$ cat config.mk
export PLATFORM = sky130hd
export DESIGN_NAME = epw_core
export DESIGN_NICKNAME = d
export VERILOG_FILES = /design/src/common/epw_pkg.sv /design/src/core/epw_core.sv
export SDC_FILE = /design/constraint.sdc
export NUM_CORES = 1
export LEC_CHECK = 0
export ABC_AREA = 1
export BUFFER_PORTS_ARGS = -buffer_cell sky130_fd_sc_hd__buf_2
export CORE_MARGIN = 2
export CORE_UTILIZATION = 31
export DETAILED_ROUTE_END_ITERATION = 16
export PLACE_DENSITY = 0.48
export SLEW_MARGIN = 15
export SYNTH_ARGS = -nofsm -noshare
export SYNTH_HDL_FRONTEND = slang
export SYNTH_SLANG_ARGS = --single-unit
$ cat constraint.sdc
create_clock -name CLK_IN -period 2.46 [get_ports CLK_IN]
set_input_delay 0.492 -clock CLK_IN [delete_from_list [all_inputs] [get_ports CLK_IN]]
set_output_delay 0.492 -clock CLK_IN [all_outputs]
set_load 0.1 [all_outputs]
$ cat src/common/epw_pkg.sv
// Package for the enhanced PWM unit: register offsets, field positions, reset values and timing counts.
// Assumes a plain register port with 8-bit registers at small word indices.
package epw_pkg;

  // ****************************************************************
  // Register offsets.
  // ****************************************************************
  localparam logic [3:0] EPW_OFS_SHUTDOWN_CTRL   = 4'h0;
  localparam logic [3:0] EPW_OFS_PWM_CTRL        = 4'h1;
  localparam logic [3:0] EPW_OFS_DUTY_HIGH       = 4'h2;
  localparam logic [3:0] EPW_OFS_PWM_CONFIG      = 4'h3;
  localparam logic [3:0] EPW_OFS_STEERING        = 4'h4;
  localparam logic [3:0] EPW_OFS_TIMER_SELECT    = 4'h5;
  localparam logic [3:0] EPW_OFS_TIMER_CTRL      = 4'h6;
  localparam logic [3:0] EPW_OFS_PERIOD_VALUE    = 4'h7;
  localparam logic [3:0] EPW_OFS_TIMER_COUNT     = 4'h8;

  // ****************************************************************
  // Field positions.
  // ****************************************************************
  localparam int EPW_SD_STATUS_BIT  = 7;
  localparam int EPW_SD_SRC_LSB     = 4;
  localparam int EPW_SD_AC_LSB      = 2;
  localparam int EPW_SD_BD_LSB      = 0;
  localparam int EPW_PC_CFG_LSB     = 6;
  localparam int EPW_PC_DUTY_LSB    = 4;
  localparam int EPW_PC_MODE_LSB    = 0;
  localparam int EPW_CF_RESTART_BIT = 7;
  localparam int EPW_ST_SYNC_BIT    = 4;
  localparam int EPW_TS_SEL_LSB     = 0;
  localparam int EPW_TC_RUN_BIT     = 2;
  localparam int EPW_TC_PRE_LSB     = 0;

  // ****************************************************************
  // Reset values and encodings.
  // ****************************************************************
  localparam logic [7:0] EPW_RST_ZERO      = 8'h00;
  localparam logic [7:0] EPW_RST_STEERING  = 8'h01;
  localparam logic [7:0] EPW_RST_PERIOD    = 8'hFF;
  localparam logic [1:0] EPW_TSEL_TIMER2   = 2'h0;
  localparam logic [1:0] EPW_CFG_SINGLE    = 2'h0;
  localparam logic [1:0] EPW_CFG_FULL_FWD  = 2'h1;
  localparam logic [1:0] EPW_CFG_HALF      = 2'h2;
  localparam logic [1:0] EPW_CFG_FULL_REV  = 2'h3;
  localparam logic [1:0] EPW_PWM_MODE_BITS = 2'h3;
  localparam logic [1:0] EPW_DRV_LOW       = 2'h0;
  localparam logic [1:0] EPW_DRV_HIGH      = 2'h1;
  localparam logic [2:0] EPW_SRC_OFF       = 3'h0;
  localparam logic [2:0] EPW_SRC_CMP1      = 3'h1;
  localparam logic [2:0] EPW_SRC_CMP2      = 3'h2;
  localparam logic [2:0] EPW_SRC_CMP12     = 3'h3;
  localparam logic [2:0] EPW_SRC_FAULT     = 3'h4;
  localparam logic [2:0] EPW_SRC_FLT_CMP1  = 3'h5;
  localparam logic [2:0] EPW_SRC_FLT_CMP2  = 3'h6;
  localparam logic [2:0] EPW_SRC_ALL       = 3'h7;

  // ****************************************************************
  // Timing: one instruction cycle is four oscillator periods.
  // ****************************************************************
  localparam int EPW_CLK_MHZ      = 50;
  localparam int EPW_TCY_NS       = 80;
  localparam int EPW_TCY_CYCLES   = (EPW_TCY_NS * EPW_CLK_MHZ + 999) / 1000;

endpackage

$ cat src/core/epw_core.sv
// Enhanced PWM unit one with its period timer, dead band, steering and auto-shutdown.
// Assumes a plain register port on CLK_IN and fault sources arriving asynchronously from pins.
//
// Overview of operation
// - Timer select 00 picks the period timer.
// - Period comes from the period value register.
// - Source field disables or selects shutdown trigger.
// - Two fields give pair A/C, B/D states.
// - Setting status bit forces the shutdown state.
// - Output config selects single, half, full bridge.
// - Mode select low bits set output polarity.
// - Duty is high register plus two bits.
// - Half bridge applies seven-bit dead band.
// - Timer counts through prescaler while run set.
// - Auto restart resumes once condition clears.
// - Without auto restart, firmware clear restarts.
// - Steering enables place waveform on pins.
// - Event sets status, forces pins at once.
// - Condition is level; status writes ignored while active.
// - Restart begins at the next period start.
// - Pairs drive high, low or float.
//
// Our own choices: the plain strobed port and the address map.
`timescale 1ns/1ps

module epw_core
  import epw_pkg::*;
#(
  parameter int TCY_CYCLES = EPW_TCY_CYCLES
)
(
  input  wire logic       CLK_IN,
  input  wire logic       RESET_N_IN,
  input  wire logic [3:0] ADDR_IN,
  input  wire logic [7:0] WDATA_IN,
  input  wire logic       WR_IN,
  input  wire logic       RD_IN,
  output logic      [7:0] RDATA_OUT,
  input  wire logic       CMP1_IN,
  input  wire logic       CMP2_IN,
  input  wire logic       FAULT_N_IN,
  output logic      [3:0] PWM_OUT,
  output logic      [3:0] PWM_OE_OUT
);

  // ****************************************************************
  // Registers.
  // ****************************************************************
  logic [7:0] sd_ctrl_q;
  logic [7:0] pwm_ctrl_q;
  logic [7:0] duty_high_q;
  logic [7:0] pwm_cfg_q;
  logic [7:0] steer_q;
  logic [3:0] steer_act_q;
  logic [1:0] tsel_q;
  logic [7:0] tctrl_q;
  logic [7:0] period_q;
  logic [7:0] duty_lat_q;
  logic [1:0] duty_low_lat_q;

  // Timer and waveform state.
  logic [6:0] tcy_cnt_q;
  logic [3:0] pre_cnt_q;
  logic [7:0] tmr_q;
  logic [1:0] q_cnt_q;
  logic       raw_q;
  logic [6:0] db_cnt_q;
  logic       dly_q;
  logic       hold_q;

  // Fault synchronisers.
  logic [2:0] flt_s1_q;
  logic [2:0] flt_s2_q;

  logic       tcy_tick;
  logic       tmr_en;
  logic       db_done;
  logic       pre_tick;
  logic       period_end;
  logic       cond;
  logic       sw_wr_sd;
  logic [9:0] duty;
  logic [9:0] pos;
  logic [3:0] mod_d;
  logic [3:0] pol_d;
  logic [3:0] en_d;
  logic [3:0] out_d;
  logic [3:0] oe_d;

  // Prescale count for a ratio field: 1, 4, 16.
  function automatic logic [3:0] epw_pre_limit(input logic [1:0] ps);
    case (ps)
      2'h0:    epw_pre_limit = 4'h0;
      2'h1:    epw_pre_limit = 4'h3;
      default: epw_pre_limit = 4'hF;
    endcase
  endfunction

  // Picks a pin level for one pair in shutdown.
  function automatic logic epw_sd_level(input logic [1:0] st);
    epw_sd_level = (st == EPW_DRV_HIGH);
  endfunction

  // ****************************************************************
  // Fault input synchronisers.
  // ****************************************************************
  // Two stages per source; only the second stage is read.
  always_ff @(posedge CLK_IN or negedge RESET_N_IN)
  begin
    if (!RESET_N_IN)
    begin
      flt_s1_q <= 3'h0;
      flt_s2_q <= 3'h0;
    end
    else
    begin
      flt_s1_q <= {~FAULT_N_IN, CMP2_IN, CMP1_IN};
      flt_s2_q <= flt_s1_q;
    end
  end

  // Source field selects which active levels count as a condition.
  always_comb
  begin
    case (sd_ctrl_q[EPW_SD_SRC_LSB +: 3])
      EPW_SRC_OFF:      cond = 1'b0;
      EPW_SRC_CMP1:     cond = flt_s2_q[0];
      EPW_SRC_CMP2:     cond = flt_s2_q[1];
      EPW_SRC_CMP12:    cond = flt_s2_q[0] | flt_s2_q[1];
      EPW_SRC_FAULT:    cond = flt_s2_q[2];
      EPW_SRC_FLT_CMP1: cond = flt_s2_q[2] | flt_s2_q[0];
      EPW_SRC_FLT_CMP2: cond = flt_s2_q[2] | flt_s2_q[1];
      default:          cond = |flt_s2_q;
    endcase
  end

  assign sw_wr_sd = WR_IN && (ADDR_IN == EPW_OFS_SHUTDOWN_CTRL);

  // ****************************************************************
  // Register writes.
  // ****************************************************************
  // Plain configuration registers.
  always_ff @(posedge CLK_IN or negedge RESET_N_IN)
  begin
    if (!RESET_N_IN)
    begin
      pwm_ctrl_q  <= EPW_RST_ZERO;
      duty_high_q <= EPW_RST_ZERO;
      pwm_cfg_q   <= EPW_RST_ZERO;
      steer_q     <= EPW_RST_STEERING;
      tsel_q      <= EPW_TSEL_TIMER2;
      tctrl_q     <= EPW_RST_ZERO;
      period_q    <= EPW_RST_PERIOD;
    end
    else if (WR_IN)
    begin
      case (ADDR_IN)
        EPW_OFS_PWM_CTRL:     pwm_ctrl_q  <= WDATA_IN;
        EPW_OFS_DUTY_HIGH:    duty_high_q <= WDATA_IN;
        EPW_OFS_PWM_CONFIG:   pwm_cfg_q   <= WDATA_IN;
        EPW_OFS_STEERING:     steer_q     <= {3'h0, WDATA_IN[4:0]};
        EPW_OFS_TIMER_SELECT: tsel_q      <= WDATA_IN[EPW_TS_SEL_LSB +: 2];
        EPW_OFS_TIMER_CTRL:   tctrl_q     <= {5'h0, WDATA_IN[2:0]};
        EPW_OFS_PERIOD_VALUE: period_q    <= WDATA_IN;
        default:              ;
      endcase
    end
  end

  // Event status: a live condition sets it and wins over any write.
  // With auto restart the bit falls by itself once the condition is gone.
  always_ff @(posedge CLK_IN or negedge RESET_N_IN)
  begin
    if (!RESET_N_IN)
      sd_ctrl_q <= EPW_RST_ZERO;
    else
    begin
      if (sw_wr_sd)
        sd_ctrl_q[6:0] <= WDATA_IN[6:0];
      if (cond)
        sd_ctrl_q[EPW_SD_STATUS_BIT] <= 1'b1;
      else if (sw_wr_sd)
        sd_ctrl_q[EPW_SD_STATUS_BIT] <= WDATA_IN[EPW_SD_STATUS_BIT];
      else if (pwm_cfg_q[EPW_CF_RESTART_BIT])
        sd_ctrl_q[EPW_SD_STATUS_BIT] <= 1'b0;
    end
  end

  // ****************************************************************
  // Period timer.
  // ****************************************************************
  assign tmr_en     = tctrl_q[EPW_TC_RUN_BIT] && (tsel_q == EPW_TSEL_TIMER2);
  assign pre_tick   = tmr_en && (pre_cnt_q == epw_pre_limit(tctrl_q[EPW_TC_PRE_LSB +: 2]));
  assign period_end = pre_tick && (q_cnt_q == 2'h3) && (tmr_q == period_q);

  // Prescaler and timer; gating by the run bit keeps a stopped timer from faking a period end.
  always_ff @(posedge CLK_IN or negedge RESET_N_IN)
  begin
    if (!RESET_N_IN)
    begin
      pre_cnt_q <= 4'h0;
      tmr_q     <= 8'h00;
      q_cnt_q   <= 2'h0;
    end
    else if (tmr_en)
    begin
      pre_cnt_q <= pre_tick ? 4'h0 : pre_cnt_q + 4'h1;
      if (pre_tick)
      begin
        q_cnt_q <= q_cnt_q + 2'h1;
        if (q_cnt_q == 2'h3)
          tmr_q <= (tmr_q == period_q) ? 8'h00 : tmr_q + 8'h01;
      end
    end
  end

  // ****************************************************************
  // Waveform, dead band and restart hold.
  // ****************************************************************
  assign duty = {duty_lat_q, duty_low_lat_q};
  assign pos  = {tmr_q, q_cnt_q};

  // Duty is latched at period start so a half-written value never shows.
  always_ff @(posedge CLK_IN or negedge RESET_N_IN)
  begin
    if (!RESET_N_IN)
    begin
      duty_lat_q     <= 8'h00;
      duty_low_lat_q <= 2'h0;
      raw_q          <= 1'b0;
      steer_act_q    <= EPW_RST_STEERING[3:0];
    end
    else
    begin
      if (period_end)
      begin
        duty_lat_q     <= duty_high_q;
        duty_low_lat_q <= pwm_ctrl_q[EPW_PC_DUTY_LSB +: 2];
        raw_q          <= ({duty_high_q, pwm_ctrl_q[EPW_PC_DUTY_LSB +: 2]} != 10'h000);
      end
      else if (pre_tick && (pos + 10'h001 == duty))
        raw_q <= 1'b0;
      if (!steer_q[EPW_ST_SYNC_BIT] || period_end)
        steer_act_q <= steer_q[3:0];
    end
  end

  // Dead band delays the inactive-to-active edge by whole instruction cycles timed from the edge itself.
  assign tcy_tick = (tcy_cnt_q == 7'(TCY_CYCLES - 1));
  assign db_done  = (raw_q != dly_q) && (db_cnt_q >= pwm_cfg_q[6:0]);
  always_ff @(posedge CLK_IN or negedge RESET_N_IN)
  begin
    if (!RESET_N_IN)
    begin
      tcy_cnt_q <= 7'h00;
      db_cnt_q  <= 7'h00;
      dly_q     <= 1'b0;
    end
    else if (pwm_ctrl_q[EPW_PC_CFG_LSB +: 2] != EPW_CFG_HALF || raw_q == dly_q)
    begin
      tcy_cnt_q <= 7'h00;
      db_cnt_q  <= 7'h00;
      dly_q     <= raw_q;
    end
    else if (db_done)
      dly_q <= raw_q;
    else if (tcy_tick)
    begin
      tcy_cnt_q <= 7'h00;
      db_cnt_q  <= db_cnt_q + 7'h01;
    end
    else
      tcy_cnt_q <= tcy_cnt_q + 7'h01;
  end

  // Once shutdown ends the outputs stay parked until a fresh period begins.
  always_ff @(posedge CLK_IN or negedge RESET_N_IN)
  begin
    if (!RESET_N_IN)
      hold_q <= 1'b0;
    else if (sd_ctrl_q[EPW_SD_STATUS_BIT])
      hold_q <= 1'b1;
    else if (period_end)
      hold_q <= 1'b0;
  end

  // Modulated levels per pin, before polarity, for each configuration.
  always_comb
  begin
    case (pwm_ctrl_q[EPW_PC_CFG_LSB +: 2])
      EPW_CFG_SINGLE:   mod_d = {4{raw_q}} & steer_act_q;
      EPW_CFG_HALF:     mod_d = {2'b00, ~raw_q & (~dly_q | db_done), raw_q & (dly_q | db_done)};
      EPW_CFG_FULL_FWD: mod_d = {raw_q, 2'b00, 1'b1};
      default:          mod_d = {1'b0, 1'b1, raw_q, 1'b0};
    endcase
    case (pwm_ctrl_q[EPW_PC_CFG_LSB +: 2])
      EPW_CFG_SINGLE: en_d = steer_act_q;
      EPW_CFG_HALF:   en_d = 4'b0011;
      default:        en_d = 4'b1111;
    endcase
    // Bit 1 inverts A/C, bit 0 inverts B/D.
    pol_d = {pwm_ctrl_q[0], pwm_ctrl_q[1], pwm_ctrl_q[0], pwm_ctrl_q[1]};
    if (pwm_ctrl_q[3:2] != EPW_PWM_MODE_BITS)
      en_d = 4'h0;
  end

  // Pin drive: shutdown overrides the waveform on enabled pins only.
  always_comb
  begin
    out_d = mod_d ^ pol_d;
    oe_d  = en_d;
    if (cond || sd_ctrl_q[EPW_SD_STATUS_BIT] || hold_q)
    begin
      out_d = {epw_sd_level(sd_ctrl_q[1:0]), epw_sd_level(sd_ctrl_q[3:2]),
               epw_sd_level(sd_ctrl_q[1:0]), epw_sd_level(sd_ctrl_q[3:2])};
      oe_d  = en_d & {~sd_ctrl_q[1], ~sd_ctrl_q[3], ~sd_ctrl_q[1], ~sd_ctrl_q[3]};
    end
  end

  // Outputs registered; the condition path bypasses the status flop so pins react on the first edge.
  always_ff @(posedge CLK_IN or negedge RESET_N_IN)
  begin
    if (!RESET_N_IN)
    begin
      PWM_OUT    <= 4'h0;
      PWM_OE_OUT <= 4'h0;
    end
    else
    begin
      PWM_OUT    <= out_d;
      PWM_OE_OUT <= oe_d;
    end
  end

  // ****************************************************************
  // Read port.
  // ****************************************************************
  always_ff @(posedge CLK_IN or negedge RESET_N_IN)
  begin
    if (!RESET_N_IN)
      RDATA_OUT <= 8'h00;
    else if (RD_IN)
    begin
      case (ADDR_IN)
        EPW_OFS_SHUTDOWN_CTRL: RDATA_OUT <= sd_ctrl_q;
        EPW_OFS_PWM_CTRL:      RDATA_OUT <= pwm_ctrl_q;
        EPW_OFS_DUTY_HIGH:     RDATA_OUT <= duty_high_q;
        EPW_OFS_PWM_CONFIG:    RDATA_OUT <= pwm_cfg_q;
        EPW_OFS_STEERING:      RDATA_OUT <= steer_q;
        EPW_OFS_TIMER_SELECT:  RDATA_OUT <= {6'h00, tsel_q};
        EPW_OFS_TIMER_CTRL:    RDATA_OUT <= tctrl_q;
        EPW_OFS_PERIOD_VALUE:  RDATA_OUT <= period_q;
        EPW_OFS_TIMER_COUNT:   RDATA_OUT <= tmr_q;
        default:               RDATA_OUT <= 8'h00;
      endcase
    end
    else
      RDATA_OUT <= 8'h00;
  end

  // ****************************************************************
  // Checks.
  // ****************************************************************
  status_sticky_a: assert property (@(posedge CLK_IN) disable iff (!RESET_N_IN)
    cond |=> sd_ctrl_q[EPW_SD_STATUS_BIT])
    else $error("Status bit not set during condition.");

  force_sd_a: assert property (@(posedge CLK_IN) disable iff (!RESET_N_IN)
    sd_ctrl_q[EPW_SD_STATUS_BIT] |=> (PWM_OE_OUT == ($past(en_d) & ~{2{$past(sd_ctrl_q[1]), $past(sd_ctrl_q[3])}}))
      && (PWM_OUT == {2{$past(sd_ctrl_q[1:0]) == EPW_DRV_HIGH, $past(sd_ctrl_q[3:2]) == EPW_DRV_HIGH}}))
    else $error("Shutdown drive not applied.");

  auto_restart_a: assert property (@(posedge CLK_IN) disable iff (!RESET_N_IN)
    (!cond && !sw_wr_sd && pwm_cfg_q[EPW_CF_RESTART_BIT]) |=> !sd_ctrl_q[EPW_SD_STATUS_BIT])
    else $error("Auto restart did not clear status.");

  manual_hold_a: assert property (@(posedge CLK_IN) disable iff (!RESET_N_IN)
    (sd_ctrl_q[EPW_SD_STATUS_BIT] && !sw_wr_sd && !pwm_cfg_q[EPW_CF_RESTART_BIT])
      |=> sd_ctrl_q[EPW_SD_STATUS_BIT])
    else $error("Status fell without firmware clear.");

  restart_period_a: assert property (@(posedge CLK_IN) disable iff (!RESET_N_IN)
    (hold_q && !sd_ctrl_q[EPW_SD_STATUS_BIT] && !period_end) |=> hold_q)
    else $error("Waveform resumed before period start.");

  timer_stop_a: assert property (@(posedge CLK_IN) disable iff (!RESET_N_IN)
    !tctrl_q[EPW_TC_RUN_BIT] |=> $stable(tmr_q))
    else $error("Timer moved while stopped.");

  period_wrap_a: assert property (@(posedge CLK_IN) disable iff (!RESET_N_IN)
    period_end |=> tmr_q == 8'h00)
    else $error("Timer did not wrap at period.");

  single_steer_a: assert property (@(posedge CLK_IN) disable iff (!RESET_N_IN)
    (pwm_ctrl_q[7:6] == EPW_CFG_SINGLE && pwm_ctrl_q[3:2] == EPW_PWM_MODE_BITS)
      |=> (PWM_OE_OUT & ~$past(steer_act_q)) == 4'h0)
    else $error("Unsteered pin driven.");

endmodule

==> reports/metrics.cfg <==
[logic_synthesis]
yosys.area_share.simple_pct=23.4
synth_fa_ha_area_share_pct=2.55
syn_area_per_cell_um2=8.11
synth-edff-count=0
async_flop_share_pct=100
synth_top_family_by_area=simple AND/OR/NAND/NOR gates
synth_xor_area_share_pct=3.13
synthesis.nets=756
synth_area_mm2=0.00588
synth_seq_cells=117
synth_ff_type=dfrtp_1
ys_seq_area_share_pct=50.0
syn_inst=725
post_synth_mux_area_share_pct=0.192
synth-compound-area-share_pct=12.9
synth_warnings=0
ys_types=43

[floorplanning]
fp-row-count=50
die_area_mm2=0.0201
die_h_um=142
start_util_pct=31.5
core_mm2=0.0186
io_pins=35
die_width_um=142

[setup_path]
startpoint=tsel_q[1]
crit_required_ns=2.76
arrival_ns=2.40
rrSetupSlack_ns=0.36
r2r-start=tsel_q[1]
crit_type=reg2reg
cp_max_fo=13
cp-end-kind=flip-flop
startpoint_type=flip-flop

[clocking]
post_cts_resized=0
cts_inserted_buffers=17
path_clk_slew_ns=0.06
postCtsSetupBuffers=0
cts_hold_buffers=1
cts_sinks=117
ctsHtreeMaxLevel=4
root_buffer=clkbuf_16
cts_buffer_depth=2
cts_tree=done
clk_latency_ns=0.42

[placement]
dp.cells=987
numPortBuffers=34
gp_congestion=0.845
dp_hpwl_mm=11.7

[finish]
nets=804
drive_above_1_share_pct=12.8
fillers=1919
area_delta_synth_final_pct=18.3
final_cell_mix=nand2_1 (212), dfrtp_1 (107), inv_1 (100), o21ai_0 (81), nor2_1 (40)
final_common_cell=nand2_1
diodes=0
stdcell_count=1020

[drt]
wl_met1_mm=7.96
ant_nets=0
dr_wl_met3_um=818
dr_wl_met2_mm=6.85
wl_per_cell_um=15.6
drt-total-wl_mm=15.9
drc=0
dr.pass1.iters=5
maxUsedRoutingLayer=met4
avgViaCountPerCell=4.93
vias=5024
initialDrtViolationCount=381

[sta]
clock_skew_ns=0.0113
max_freq_ghz=0.476
finalCritPeriodShare_pct=85.3
setup_violations=0
max_slew_margin_pct=59.3
hold_violations=0
worst_pin_slew_ns=0.609
fin_crit_ns=2.10
slew_violations=0
setup_tns_ns=0
rsz0062_at_grt=no

[pwr]
power.leakage_nw=3.37
vdd_drop_max_mv=0.522
powerDensity_mw_per_mm2=888

[status]
status=finished, final reports clean

[min_path]
min_from=CMP2_IN
hp-class=in2reg

[global_routing]
grt_pass1_wl_mm=25.9
gr-total-overflow=0
grt_antenna_before_repair=0
grt_max_degree=62
grt_pass1_vias=4788
grt_use_total_pct=16.9

[flow_run]
drv_cap=0

## cell families (layout without fill, tap and decap cells)
family / after synthesis / in the layout
AND/OR/NAND/NOR: 321 / 321
AO/OA/AOI/OAI: 137 / 137
flip-flops: 117 / 117
buffers and inverters: 116 / 177
XOR/XNOR: 21 / 21
adder cells (fa/ha/maj): 12 / 12
multiplexers: 1 / 1
## flip-flops by register name, summed over array words and instances (netlist names), 8 cells and up
name and flops:
sd_ctrl_q 8, period_q 8, tmr_q 8, RDATA_OUT 8, pwm_cfg_q 8, pwm_ctrl_q 8
duty_lat_q 8, duty_high_q 8
## cell usage after synthesis, types with 2 or more instances
cell       count  area share [%]
dfstp_2       10             4.5
a21oi_1       21             1.8
dfrtp_1      107              46
o21ai_0       81             6.9
o31ai_1        5            0.64
nor2_4         3            0.57
inv_1        100             6.4
buf_2          4            0.34
nand2_1      212              14
o22ai_1        8            0.85
nand3_1       34             2.9
o21ai_1        5            0.43
ha_1          12             2.6
nor3_1        10            0.85
clkbuf_1       6            0.38
a31oi_1        2            0.21
o21ai_2        2            0.30
nand4_1       10             1.1
o2111ai_1      2            0.30
nor2_1        40             2.6
xor2_1        17             2.5
nand3b_1       2            0.26
a211oi_1       4            0.51
inv_2          3            0.19
nor2_2         2            0.21
o221ai_1       2            0.30
buf_6          2            0.38
xnor2_1        4            0.60
## power breakdown
| group | internal [mW] | switching [mW] | total (mW) | leakage, nW |
|---|---|---|---|---|
| combinational | 0.339 | 0.783 | 1.12 | 1.58 |
| sequential | 2.23 | 0.274 | 2.51 | 1.51 |
| clock | 1.64 | 0.913 | 2.55 | 0.287 |
## worst max-delay path: stages, from the launching register on
cell and delay (ns):
dfrtp_1 0.41, nor3_4 0.32, nand3_2 0.13, nor2_4 0.16, inv_2 0.11, nor2_4 0.26, nand4_4 0.28, nand2_2 0.21
o21ai_0 0.09
## cell type report
type / instances / area (um^2) / area share (%)
Clock buffer: 19 / 453 / 6.51
Clock inverter: 13 / 156 / 2.25
Inverter: 103 / 387 / 5.56
Multi-Input combinational cell: 492 / 2480 / 35.6
Sequential cell: 117 / 2940 / 42.3
Tap cell: 234 / 293 / 4.21
Timing Repair Buffer: 42 / 248 / 3.56
## stage by stage
step	util, %	setup WS (ns)	power, mW	instance area (um^2)	hold slack, ns
floorplan	-	0.577	3.29	5880	0.196
global placement	34.0	0.455	3.64	6340	0.333
detailed placement	34.0	0.368	3.66	6340	0.337
CTS	37.3	0.362	6.25	6960	0.157
global route	37.3	0.129	6.53	6960	0.159
finish	37.3	0.360	6.18	6960	0.179
## final timing paths
check / to / depth (start not counted)
max: steer_act_q[3] / 8
max in group asynchronous: db_cnt_q[4] / 3
max reg2reg: steer_act_q[3] / 8
min reg2reg: flt_s2_q[1] / 0
min in group asynchronous: tmr_q[6] / 2
min: flt_s1_q[1] / 1
## per-layer routing
layer  track usage, %  vias to the layer above
met1             24.5                     2410
li1                 -                     2457
met5                0                        -
met3             4.05                       14
met2             24.2                      143
met4             6.58                        0
Power figures use the tool's default switching activity.
